**src/include/slave_buffer_pkg.sv**
```systemverilog
// Constants shared by the parallel slave buffer status block.
// Behaviour
// Input all-full set when every input byte full
// Host write to full input sets sticky overflow
// Per-byte input full flags in bits 11..8
// Output all-empty when every output byte empty
// Host read of empty output sets underflow
// Per-byte output empty flags, bits 3..0, reset one
// Host byte read sets empty flags of its whole word pair
// Bits 13,12,5,4 read zero, writes ignored
package slave_buffer_pkg;
   // ----------------------------------------------------------------
   // Register map (byte addresses)
   // ----------------------------------------------------------------
   localparam logic [7:0] status_offset = 8'h00;
   localparam logic [7:0] irq_status_offset = 8'h04;
   localparam logic [7:0] irq_mask_offset = 8'h08;
   localparam logic [7:0] input_data_offset = 8'h0c;
   localparam logic [7:0] output_data_offset = 8'h10;
   // ----------------------------------------------------------------
   // Status field positions
   // ----------------------------------------------------------------
   localparam int input_all_full_bit = 15;
   localparam int input_overflow_bit = 14;
   localparam int input_byte_full_lsb = 8;
   localparam int output_all_empty_bit = 7;
   localparam int output_underflow_bit = 6;
   localparam int output_byte_empty_lsb = 0;
   localparam int num_bytes = 4;
   // ----------------------------------------------------------------
   // Interrupt status bit positions and reset values
   // ----------------------------------------------------------------
   localparam int irq_overflow_bit = 0;
   localparam int irq_underflow_bit = 1;
   localparam int irq_input_full_bit = 2;
   localparam int irq_output_empty_bit = 3;
   localparam int irq_width = 4;
   localparam logic [3:0] input_full_reset = 4'h0;
   localparam logic [3:0] output_empty_reset = 4'hf;
   localparam logic [3:0] irq_reset = 4'h0;
   localparam logic [1:0] resp_okay = 2'h0;
   localparam logic [1:0] resp_slverr = 2'h2;
endpackage

```
**src/include/host_port_if.sv**
```systemverilog
// Interface carrying host byte accesses and buffer flags between modules.
`timescale 1ns/1ps
interface host_port_if;
   logic [3:0] host_wr_lane;
   logic [3:0] host_rd_lane;
   logic [3:0] sw_wr_lane;
   logic [3:0] sw_rd_lane;
   logic [3:0] input_byte_full;
   logic [3:0] output_byte_empty;
   logic input_overflow_event;
   logic output_underflow_event;
   modport core (input host_wr_lane, input host_rd_lane, input sw_wr_lane, input sw_rd_lane,
      output input_byte_full, output output_byte_empty, output input_overflow_event,
      output output_underflow_event);
   modport ctrl (output host_wr_lane, output host_rd_lane, output sw_wr_lane, output sw_rd_lane,
      input input_byte_full, input output_byte_empty, input input_overflow_event,
      input output_underflow_event);
endinterface

```
**src/hw/buffer_flags.sv**
```systemverilog
// Per-byte full and empty flag keeping for the host port buffers.
`timescale 1ns/1ps
module buffer_flags
(
   // Clock and reset
   input wire logic aclk,
   input wire logic aresetn,
   // Flag traffic
   host_port_if.core port
);
   // Widens a lane mask to the whole word pair it touches.
   function automatic logic [3:0] pair_mask(input logic [3:0] lanes);
      pair_mask = {{2{|lanes[3:2]}}, {2{|lanes[1:0]}}};
   endfunction

   logic [3:0] full_reg;
   logic [3:0] empty_reg;

   // ----------------------------------------------------------------
   // Input byte full flags
   // ----------------------------------------------------------------
   always_ff @(posedge aclk)
   begin
      if (!aresetn)
         full_reg <= slave_buffer_pkg::input_full_reset;
      else
         // A host write in the same cycle as a pair clear keeps the new byte.
         full_reg <= (full_reg & ~pair_mask(port.sw_rd_lane)) | port.host_wr_lane; // see R3
   end

   // ----------------------------------------------------------------
   // Output byte empty flags
   // ----------------------------------------------------------------
   always_ff @(posedge aclk)
   begin
      if (!aresetn)
         empty_reg <= slave_buffer_pkg::output_empty_reset;
      else
         empty_reg <= (empty_reg & ~port.sw_wr_lane) | pair_mask(port.host_rd_lane); // see R6
   end

   assign port.input_byte_full = full_reg;
   assign port.output_byte_empty = empty_reg;
   assign port.input_overflow_event = |(port.host_wr_lane & full_reg & ~pair_mask(port.sw_rd_lane));
   assign port.output_underflow_event = |(port.host_rd_lane & empty_reg);
endmodule

```
**src/hw/slave_buffer_status.sv**
```systemverilog
// Top of the parallel slave buffer status block with its AXI4-Lite slave.
`timescale 1ns/1ps
module slave_buffer_status
(
   // Clock and reset
   input wire logic aclk,
   input wire logic aresetn,
   // AXI4-Lite write address and data
   input wire logic [7:0] s_axi_awaddr,
   input wire logic s_axi_awvalid,
   output logic s_axi_awready,
   input wire logic [31:0] s_axi_wdata,
   input wire logic [3:0] s_axi_wstrb,
   input wire logic s_axi_wvalid,
   output logic s_axi_wready,
   // AXI4-Lite write response
   output logic [1:0] s_axi_bresp,
   output logic s_axi_bvalid,
   input wire logic s_axi_bready,
   // AXI4-Lite read
   input wire logic [7:0] s_axi_araddr,
   input wire logic s_axi_arvalid,
   output logic s_axi_arready,
   output logic [31:0] s_axi_rdata,
   output logic [1:0] s_axi_rresp,
   output logic s_axi_rvalid,
   input wire logic s_axi_rready,
   // Host side byte strobes
   input wire logic [3:0] host_wr_strobe,
   input wire logic [3:0] host_rd_strobe,
   // Flags and interrupt
   output logic input_all_full,
   output logic output_all_empty,
   output logic irq
);
   typedef enum logic [1:0] {wr_idle, wr_resp} wr_state_t;

   host_port_if port ();

   wr_state_t wr_state_reg;
   logic aw_held_reg;
   logic w_held_reg;
   logic [7:0] awaddr_reg;
   logic [31:0] wdata_reg;
   logic [3:0] wstrb_reg;
   logic ovf_reg;
   logic unf_reg;
   logic [3:0] irq_status_reg;
   logic [3:0] irq_mask_reg;
   logic all_full_d_reg;
   logic all_empty_d_reg;
   logic do_write;
   logic do_read;
   logic [15:0] status_word;
   logic [3:0] irq_events;

   buffer_flags flags
   (
      .aclk(aclk),
      .aresetn(aresetn),
      .port(port)
   );

   assign port.host_wr_lane = host_wr_strobe;
   assign port.host_rd_lane = host_rd_strobe;
   assign do_write = (wr_state_reg == wr_idle) && aw_held_reg && w_held_reg;
   assign do_read = s_axi_arvalid && s_axi_arready;
   assign port.sw_wr_lane = (do_write && awaddr_reg == slave_buffer_pkg::output_data_offset) ?
      wstrb_reg : 4'h0;
   assign port.sw_rd_lane = (do_read && s_axi_araddr == slave_buffer_pkg::input_data_offset) ?
      4'hf : 4'h0;

   // ----------------------------------------------------------------
   // Status word assembly
   // ----------------------------------------------------------------
   always_comb
   begin
      status_word = 16'h0000;
      status_word[slave_buffer_pkg::input_all_full_bit] = &port.input_byte_full;
      status_word[slave_buffer_pkg::input_overflow_bit] = ovf_reg;
      status_word[slave_buffer_pkg::input_byte_full_lsb +: 4] = port.input_byte_full;
      status_word[slave_buffer_pkg::output_all_empty_bit] = &port.output_byte_empty;
      status_word[slave_buffer_pkg::output_underflow_bit] = unf_reg;
      status_word[slave_buffer_pkg::output_byte_empty_lsb +: 4] = port.output_byte_empty;
   end

   // ----------------------------------------------------------------
   // Write channel
   // ----------------------------------------------------------------
   always_ff @(posedge aclk)
   begin
      if (!aresetn)
      begin
         aw_held_reg <= 1'b0;
         w_held_reg <= 1'b0;
         awaddr_reg <= 8'h00;
         wdata_reg <= 32'h00000000;
         wstrb_reg <= 4'h0;
         wr_state_reg <= wr_idle;
         s_axi_bvalid <= 1'b0;
         s_axi_bresp <= slave_buffer_pkg::resp_okay;
      end
      else
      begin
         if (s_axi_awvalid && s_axi_awready)
         begin
            aw_held_reg <= 1'b1;
            awaddr_reg <= s_axi_awaddr;
         end
         if (s_axi_wvalid && s_axi_wready)
         begin
            w_held_reg <= 1'b1;
            wdata_reg <= s_axi_wdata;
            wstrb_reg <= s_axi_wstrb;
         end
         case (wr_state_reg)
            wr_idle:
               if (do_write)
               begin
                  aw_held_reg <= 1'b0;
                  w_held_reg <= 1'b0;
                  s_axi_bvalid <= 1'b1;
                  if (awaddr_reg == slave_buffer_pkg::status_offset ||
                      awaddr_reg == slave_buffer_pkg::irq_status_offset ||
                      awaddr_reg == slave_buffer_pkg::irq_mask_offset ||
                      awaddr_reg == slave_buffer_pkg::input_data_offset ||
                      awaddr_reg == slave_buffer_pkg::output_data_offset)
                     s_axi_bresp <= slave_buffer_pkg::resp_okay;
                  else
                     s_axi_bresp <= slave_buffer_pkg::resp_slverr;
                  wr_state_reg <= wr_resp;
               end
            wr_resp:
               if (s_axi_bready)
               begin
                  s_axi_bvalid <= 1'b0;
                  wr_state_reg <= wr_idle;
               end
            default:
               wr_state_reg <= wr_idle;
         endcase
      end
   end

   // Ready is a registered level so the outputs stay flop-driven.
   always_ff @(posedge aclk)
   begin
      if (!aresetn)
      begin
         s_axi_awready <= 1'b0;
         s_axi_wready <= 1'b0;
      end
      else
      begin
         s_axi_awready <= !aw_held_reg && !(s_axi_awvalid && s_axi_awready) && wr_state_reg == wr_idle;
         s_axi_wready <= !w_held_reg && !(s_axi_wvalid && s_axi_wready) && wr_state_reg == wr_idle;
      end
   end

   // ----------------------------------------------------------------
   // Sticky error flags, software clears by writing one
   // ----------------------------------------------------------------
   always_ff @(posedge aclk)
   begin
      if (!aresetn)
      begin
         ovf_reg <= 1'b0;
         unf_reg <= 1'b0;
      end
      else
      begin
         // Set wins over a clear landing in the same cycle.
         if (port.input_overflow_event)
            ovf_reg <= 1'b1;
         else if (do_write && awaddr_reg == slave_buffer_pkg::status_offset && wstrb_reg[1] &&
                  wdata_reg[slave_buffer_pkg::input_overflow_bit])
            ovf_reg <= 1'b0;
         if (port.output_underflow_event)
            unf_reg <= 1'b1;
         else if (do_write && awaddr_reg == slave_buffer_pkg::status_offset && wstrb_reg[0] &&
                  wdata_reg[slave_buffer_pkg::output_underflow_bit])
            unf_reg <= 1'b0;
      end
   end

   // ----------------------------------------------------------------
   // Interrupt status and mask
   // ----------------------------------------------------------------
   always_ff @(posedge aclk)
   begin
      if (!aresetn)
      begin
         all_full_d_reg <= 1'b0;
         all_empty_d_reg <= 1'b1;
      end
      else
      begin
         all_full_d_reg <= status_word[slave_buffer_pkg::input_all_full_bit];
         all_empty_d_reg <= status_word[slave_buffer_pkg::output_all_empty_bit];
      end
   end

   always_comb
   begin
      irq_events = 4'h0;
      irq_events[slave_buffer_pkg::irq_overflow_bit] = port.input_overflow_event;
      irq_events[slave_buffer_pkg::irq_underflow_bit] = port.output_underflow_event;
      irq_events[slave_buffer_pkg::irq_input_full_bit] =
         status_word[slave_buffer_pkg::input_all_full_bit] && !all_full_d_reg;
      irq_events[slave_buffer_pkg::irq_output_empty_bit] =
         status_word[slave_buffer_pkg::output_all_empty_bit] && !all_empty_d_reg;
   end

   always_ff @(posedge aclk)
   begin
      if (!aresetn)
      begin
         irq_status_reg <= slave_buffer_pkg::irq_reset;
         irq_mask_reg <= slave_buffer_pkg::irq_reset;
      end
      else
      begin
         if (do_write && awaddr_reg == slave_buffer_pkg::irq_status_offset && wstrb_reg[0])
            irq_status_reg <= (irq_status_reg & ~wdata_reg[3:0]) | irq_events;
         else
            irq_status_reg <= irq_status_reg | irq_events;
         if (do_write && awaddr_reg == slave_buffer_pkg::irq_mask_offset && wstrb_reg[0])
            irq_mask_reg <= wdata_reg[3:0];
      end
   end

   // ----------------------------------------------------------------
   // Read channel and flag outputs
   // ----------------------------------------------------------------
   always_ff @(posedge aclk)
   begin
      if (!aresetn)
      begin
         s_axi_arready <= 1'b0;
         s_axi_rvalid <= 1'b0;
         s_axi_rdata <= 32'h00000000;
         s_axi_rresp <= slave_buffer_pkg::resp_okay;
      end
      else
      begin
         s_axi_arready <= !s_axi_rvalid && !do_read;
         if (do_read)
         begin
            s_axi_rvalid <= 1'b1;
            s_axi_rresp <= slave_buffer_pkg::resp_okay;
            if (s_axi_araddr == slave_buffer_pkg::status_offset)
               s_axi_rdata <= {16'h0000, status_word};
            else if (s_axi_araddr == slave_buffer_pkg::irq_status_offset)
               s_axi_rdata <= {28'h0000000, irq_status_reg};
            else if (s_axi_araddr == slave_buffer_pkg::irq_mask_offset)
               s_axi_rdata <= {28'h0000000, irq_mask_reg};
            else if (s_axi_araddr == slave_buffer_pkg::input_data_offset ||
                     s_axi_araddr == slave_buffer_pkg::output_data_offset)
               s_axi_rdata <= 32'h00000000;
            else
            begin
               s_axi_rdata <= 32'h00000000;
               s_axi_rresp <= slave_buffer_pkg::resp_slverr;
            end
         end
         else if (s_axi_rvalid && s_axi_rready)
            s_axi_rvalid <= 1'b0;
      end
   end

   always_ff @(posedge aclk)
   begin
      if (!aresetn)
      begin
         input_all_full <= 1'b0;
         output_all_empty <= 1'b1;
         irq <= 1'b0;
      end
      else
      begin
         input_all_full <= status_word[slave_buffer_pkg::input_all_full_bit];
         output_all_empty <= status_word[slave_buffer_pkg::output_all_empty_bit];
         irq <= |(irq_status_reg & irq_mask_reg);
      end
   end
endmodule

```
**config.mk**
```make
export PLATFORM = sky130hd
export DESIGN_NAME = slave_buffer_status
export DESIGN_NICKNAME = d
export VERILOG_FILES = /design/src/include/slave_buffer_pkg.sv /design/src/include/host_port_if.sv /design/src/hw/buffer_flags.sv /design/src/hw/slave_buffer_status.sv
export SDC_FILE = /design/constraint.sdc
export NUM_CORES = 1
export LEC_CHECK = 0
export CORE_ASPECT_RATIO = 0.7
export CORE_UTILIZATION = 60
export DETAILED_ROUTE_END_ITERATION = 10
export DONT_BUFFER_PORTS = 1
export GPL_TIMING_DRIVEN = 0
export PLACE_DENSITY = 0.76
export RECOVER_POWER = 25
export SLEW_MARGIN = 5
export SYNTH_ARGS = -nofsm -noshare
export SYNTH_HDL_FRONTEND = slang
export SYNTH_HIERARCHICAL = 1
export SYNTH_SLANG_ARGS = --single-unit
```
**constraint.sdc**
```tcl
create_clock -name aclk -period 2.45 [get_ports aclk]
set_clock_uncertainty 0.2 [all_clocks]
set_input_delay 0.49 -clock aclk [delete_from_list [all_inputs] [get_ports aclk]]
set_output_delay 0.49 -clock aclk [all_outputs]
set_load 0.03 [all_outputs]
```
Word-level counts from Yosys, hierarchy flattened
Cells that the tools add are included.
Cells by class
  multiplexer cells: 29
  reductions and logical operators: 56
  eq/ne operators: 11
  bitwise operators: 14
Operators with widths (count)
  8-bit by 4-bit == test with 1-bit output (second input constant): 4
  4-bit AND: 7
  1-bit logical AND: 24
  4-bit 2-to-1 mux: 5
  8-bit by 3-bit == test with 1-bit output (second input constant): 2
  8-bit by 5-bit == test with 1-bit output (second input constant): 2
  8-bit zero test: 2
  16-bit 2-to-1 mux: 1
  4-bit OR: 4
  1-bit 2-to-1 mux: 14
  2-bit 2-to-1 mux: 7
  4-bit NOT: 3
  4-bit OR reduction: 3
  1-bit zero test: 8
  4-bit AND reduction: 2
  2-bit nonzero test: 4
  2-bit OR reduction: 4
  1-bit logical OR: 5
  2-bit != test (second input constant): 2
  2-bit case mux with 2 select lines: 1
  2-bit AND reduction: 2
  3-bit AND reduction: 1
  2-bit by 1-bit == test with 1-bit output (second input constant): 1
  2-bit zero test: 1
  1-bit case mux with 2 select lines: 1
Word-level totals
  input bits: 67
  word-level logic and storage cells: 133
  register bits after elaboration: 93
  output and inout port bits: 44

Longest topological paths before layout
  word-level depth: 9
  gate-level depth with buffers: 7
  mapped depth without buffers: 7

Hierarchy
The synthesis kept the hierarchy.
Modules (own cells, without submodules)
  slave_buffer_status: sequential area each 1041.0 sq um, times used 1, area an instance 2248.4 sq um, cells each 263
  buffer_flags: sequential area each 160.2 sq um, times used 1, area an instance 329.1 sq um, cells each 33

Worst setup path before layout
OpenSTA, ideal clock, no wires.
  kind: input-to-reg
  start point: input s_axi_araddr[1]
  end point: register ovf_reg
  path slack: 0.112 ns
  data required time: 2.120 ns
  cell stages on the path: 7
  arrival: 2.008 ns
  setup time: 0.130 ns
  path buffers: 0
  cells stage by stage: nor4_1 -> nor2b_1 -> and4_1 -> or2_0 -> o32ai_1 -> nor4bb_1 -> a31oi_1
Between the ends
  longest elaborated chain between the ends: 8
  elaborated cells on any way between the ends: 10
  those cells by class: eq/ne (1); mux (2); bitwise (2); reduce/logical (5)
Ends and longest elaborated chain
  from (decl): RTL line slave_buffer_status.sv:21  | input wire logic [7:0] s_axi_araddr,
  8-bit by 4-bit == test with 1-bit output (*): RTL line slave_buffer_status.sv:70  | assign port.sw_rd_lane = (do_read && s_axi_araddr == slave_buffer_pkg::input_data_offset) ?
  1-bit logical AND (*): RTL line slave_buffer_status.sv:70
  4-bit 2-to-1 mux (*): RTL line slave_buffer_status.sv:70
  net port.sw_rd_lane[0]: RTL line host_port_if.sv:7  | logic [3:0] sw_rd_lane;
  2-bit OR reduction (*): RTL line buffer_flags.sv:13  | pair_mask = {{2{|lanes[3:2]}}, {2{|lanes[1:0]}}};
  4-bit NOT (*): RTL line buffer_flags.sv:44  | assign port.input_overflow_event = |(port.host_wr_lane & full_reg & ~pair_mask(port.sw_rd_lane));
  4-bit AND (*): RTL line buffer_flags.sv:44
  4-bit OR reduction (*): RTL line buffer_flags.sv:44
  net port.input_overflow_event: RTL line host_port_if.sv:10  | logic input_overflow_event;
  1-bit 2-to-1 mux / 2-bit nonzero test (equally long branches)
  to (signal assigned): RTL line slave_buffer_status.sv:167  | ovf_reg <= 1'b0;
  to (signal assigned): RTL line slave_buffer_status.sv:174  | ovf_reg <= 1'b1;
  to (signal assigned): RTL line slave_buffer_status.sv:177  | ovf_reg <= 1'b0;
  to (decl): RTL line slave_buffer_status.sv:46  | logic ovf_reg;
Mark *: on every way through the listed nets, which the timed path passes. The rest lies on a longest branch.
A chain may end at the register's enable or synchronous reset.

Final worst setup path
Ends and elaborated chain as after synthesis.

==> metrics.csv <==
stage,metric,value,unit
global_route,grt_usage,25.4,%
setup_path,worstPathArrival,2.31,ns
logic_synthesis,netlist_area,2580,µm²
cts,clock_tree_from_tritoncts,yes,
logic_synthesis,synth_top_area_share,46.6,%
run,max-cap-violations,0,
hold_path,holdCritStartpoint,host_rd_strobe[0],
floorplan,starting_density_of_the_core,64.2,%
cts,clkSinkCount,60,
place,routability_congestion,0.804,
global_route,globalRoute.totalOverflow,0,
setup_path,end_of_the_worst_register_to_register_path,ovf_reg,
cts,ctsRootBufferMaster,sky130_fd_sc_hd__clkbuf_8,
route,drt_first_pass_iters,4,
logic_synthesis,postSynthCellCount,296,
cts,clk_transition_reported_paths,0.06,ns
setup_path,worst_setup_path_start_kind,primary input,
global_route,number_of_antenna_violations_at_the_first_check_in_global_routing,0,
logic_synthesis,leading_cell_types_by_total_area_after_synthesis,"sky130_fd_sc_hd__dfxtp_1 (47%), sky130_fd_sc_hd__nand2_1 (7.7%), sky130_fd_sc_hd__buf_4 (6.4%), sky130_fd_sc_hd__a21oi_1 (4.9%), sky130_fd_sc_hd__o21ai_0 (4.9%)",
final_layout,final_cell_mix,"sky130_fd_sc_hd__dfxtp_1 (60), sky130_fd_sc_hd__nand2_1 (53), sky130_fd_sc_hd__a21oi_1 (25), sky130_fd_sc_hd__o21ai_0 (25)",
setup_path,worst-path-max-fanout,12,
sta,layout_min_cycle_time,2.31,ns
logic_synthesis,synth.lib_cells_used.distinct,44,
route,drc,0,
setup_path,worst-endpoint-required,2.45,ns
setup_path,worst_r2r_startpoint,s_axi_arready,
sta,slew_headroom,61.8,%
global_route,largest_net_degree_at_the_start_of_global_routing,13,
sta,setup_violation_total_in_the_final_timing_report,0,
floorplan,io_pins,111,
route,route.detailed.wl_per_inst,14.1,µm
final_layout,diodes,0,
setup_path,endpoint_kind,flop,
logic_synthesis,synth.ff_latch_count,60,
sta,maxSlewViolCount,0,
setup_path,regToRegSetupSlack,0.15,ns
hold_path,min_delay_worst_endpoint,flags/port.output_byte_empty[0],
sta,setup_repair_after_global_routing_missed_its_margin,no,
final_layout,stdcell_area,2910,µm²
pwr,power.total,2.12,mW
logic_synthesis,yosysSeqAreaShare,46.6,%
setup_path,r2r_cells,6,
sta,final.period_utilization,94.4,%
floorplan,fp.dieW,80.3,µm
pwr,max-vdd-ir-drop,0.522,mV
cts,post_cts_resized,0,
pwr,pwr_density_cell,730,nW/µm²
pwr,leakagePower,1.19,nW
cts,cts_inserted_buffers,9,
final_layout,area.growth.synth_to_final,12.8,%
place,post-dp-hpwl,4110,µm
sta,maxClockFrequency,433,MHz
route,wl,5410,µm
final_layout,filler_cell_count,341,
place,placedInstanceArea,2720,µm²
final_layout,post_route_cells_drive_above_1_share,13.3,%
global_route,first_pass_grt_wire_length,8540,µm
cts,ctsLongestPathBuffers,2,
cts,post-cts-setup-buffers,0,
sta,final_hold_viol_count,0,
final_layout,final_net_count,395,
floorplan,core_area,4020,µm²
hold_path,worstHoldPathCells,2,
logic_synthesis,mean_post_synth_cell_area,8.71,µm²
setup_path,path_class,in2reg,
cts,clock_latency,0.34,ns
hold_path,min_path_type,in2reg,
floorplan,placement_rows,19,
place,port_buffers,0,
route,drt-initial-drc-count,126,
final_layout,mostFrequentLayoutCell,sky130_fd_sc_hd__dfxtp_1,
final_layout,largest_register_ff_count,12,
route,total_via_count_after_detailed_routing,2122,
sta,worstMarginPinSlew,0.571,ns
global_route,first_global_vias,1829,
status,outcome,"complete, no violations",
cts,cts-hold-fix-buffers,0,
route,vias_per_cell,5.54,
floorplan,floorplan.die.height,56.8,µm
cts,h-tree-depth,3,
logic_synthesis,yosys.area.top_type,sky130_fd_sc_hd__dfxtp_1,
logic_synthesis,synth_warnings,6,
route,drt.antenna.violating_nets,0,
floorplan,dieArea,4570,µm²
## layout make-up
type	count	area (µm²)	area share (%)
sequential	60	1200	41.3
multi-input combinational	212	1200	41.2
buffer	31	200	6.88
clock buffer	12	155	5.34
tap	52	65.1	2.24
inverter	14	52.6	1.81
clock inverter	2	35.0	1.20
## critical path, cell delays in order
cell                       delay (ns)
sky130_fd_sc_hd__nor4_1          0.41
sky130_fd_sc_hd__nor2b_1         0.23
sky130_fd_sc_hd__and4_1          0.46
sky130_fd_sc_hd__or2_0           0.16
sky130_fd_sc_hd__o32ai_1         0.14
sky130_fd_sc_hd__nor4bb_1        0.29
sky130_fd_sc_hd__a31oi_1         0.12
## kinds of logic after synthesis
kind of cell | Yosys count | synth area share (%)
muxes | 4 | 1.55
and+or+nand+nor | 109 | 23.6
buffers and inverters | 45 | 9.81
AOI/OAI and AO/OA | 77 | 18.3
other | 1 | 0.145
DFF | 60 | 46.6
## cell usage after synthesis
master and number:
sky130_fd_sc_hd__a21boi_0 1, sky130_fd_sc_hd__a21oi_1 25, sky130_fd_sc_hd__a22oi_1 6, sky130_fd_sc_hd__a2bb2oi_1 4, sky130_fd_sc_hd__a31oi_1 3, sky130_fd_sc_hd__a41oi_1 2, sky130_fd_sc_hd__and2_0 1, sky130_fd_sc_hd__and2_1 3
sky130_fd_sc_hd__and3b_1 1, sky130_fd_sc_hd__and4_1 5, sky130_fd_sc_hd__and4bb_1 1, sky130_fd_sc_hd__and4bb_2 2, sky130_fd_sc_hd__buf_1 2, sky130_fd_sc_hd__buf_2 1, sky130_fd_sc_hd__buf_4 22, sky130_fd_sc_hd__clkbuf_1 6
sky130_fd_sc_hd__conb_1 1, sky130_fd_sc_hd__dfxtp_1 60, sky130_fd_sc_hd__inv_1 13, sky130_fd_sc_hd__inv_2 1, sky130_fd_sc_hd__mux2i_1 4, sky130_fd_sc_hd__nand2_1 53, sky130_fd_sc_hd__nand2b_1 2, sky130_fd_sc_hd__nand3_1 1
sky130_fd_sc_hd__nand3b_2 1, sky130_fd_sc_hd__nand4_1 6, sky130_fd_sc_hd__nand4b_1 2, sky130_fd_sc_hd__nor2_1 9, sky130_fd_sc_hd__nor2b_1 3, sky130_fd_sc_hd__nor3_1 4, sky130_fd_sc_hd__nor3b_1 5, sky130_fd_sc_hd__nor3b_2 2
sky130_fd_sc_hd__nor4_1 1, sky130_fd_sc_hd__nor4_2 1, sky130_fd_sc_hd__nor4b_1 1, sky130_fd_sc_hd__nor4bb_1 2, sky130_fd_sc_hd__o21a_1 4, sky130_fd_sc_hd__o21ai_0 25, sky130_fd_sc_hd__o221a_2 2, sky130_fd_sc_hd__o32ai_1 1
sky130_fd_sc_hd__o41ai_1 4, sky130_fd_sc_hd__or2_0 1, sky130_fd_sc_hd__or4_4 1, sky130_fd_sc_hd__or4bb_1 1
## where the power goes
| part | leakage [nW] | internal, mW | switching (mW) |
|---|---|---|---|
| registers | 0.490 | 1.01 | 0.0455 |
| logic | 0.602 | 0.0768 | 0.127 |
| clock network | 0.0983 | 0.512 | 0.350 |
| total | 1.19 | 1.60 | 0.522 |
## per-layer routing
metal / GRT usage [%] / vias to the layer above / part of all wire (%)
li1: - / 1068 / -
met1: 34.9 / 944 / 48
met2: 36.1 / 100 / 41
met3: 8.13 / 10 / 9.9
met4: 11.5 / 0 / 1.6
met5: 0 / - / 0
## how the worst max path moves through the flow
stage	slack [ns]	from	endpoint
global placement	-0.13	s_axi_araddr[1]	ovf_reg
global route	0.01	s_axi_arready	ovf_reg
finish	0.14	s_axi_araddr[1]	ovf_reg
CTS	0.15	s_axi_arready	ovf_reg
floorplan	0.11	s_axi_araddr[1]	ovf_reg
detailed placement	-0.19	s_axi_araddr[1]	ovf_reg
## stage by stage
stage                     util, %  cells  hold WS [ns]  TNS [ns]  setup slack (ns)
after CTS                    72.5    383        0.0570         0             0.149
after detailed placement     67.7    369         0.251    -0.225            -0.189
after global routing         72.4    383        0.0686         0            0.0125
after global placement       67.7    369         0.243    -0.131            -0.131
final                        72.4    383        0.0650         0             0.138
after floorplan                 -    317         0.231         0             0.112
No activity file was read; power rests on OpenSTA's default activity.
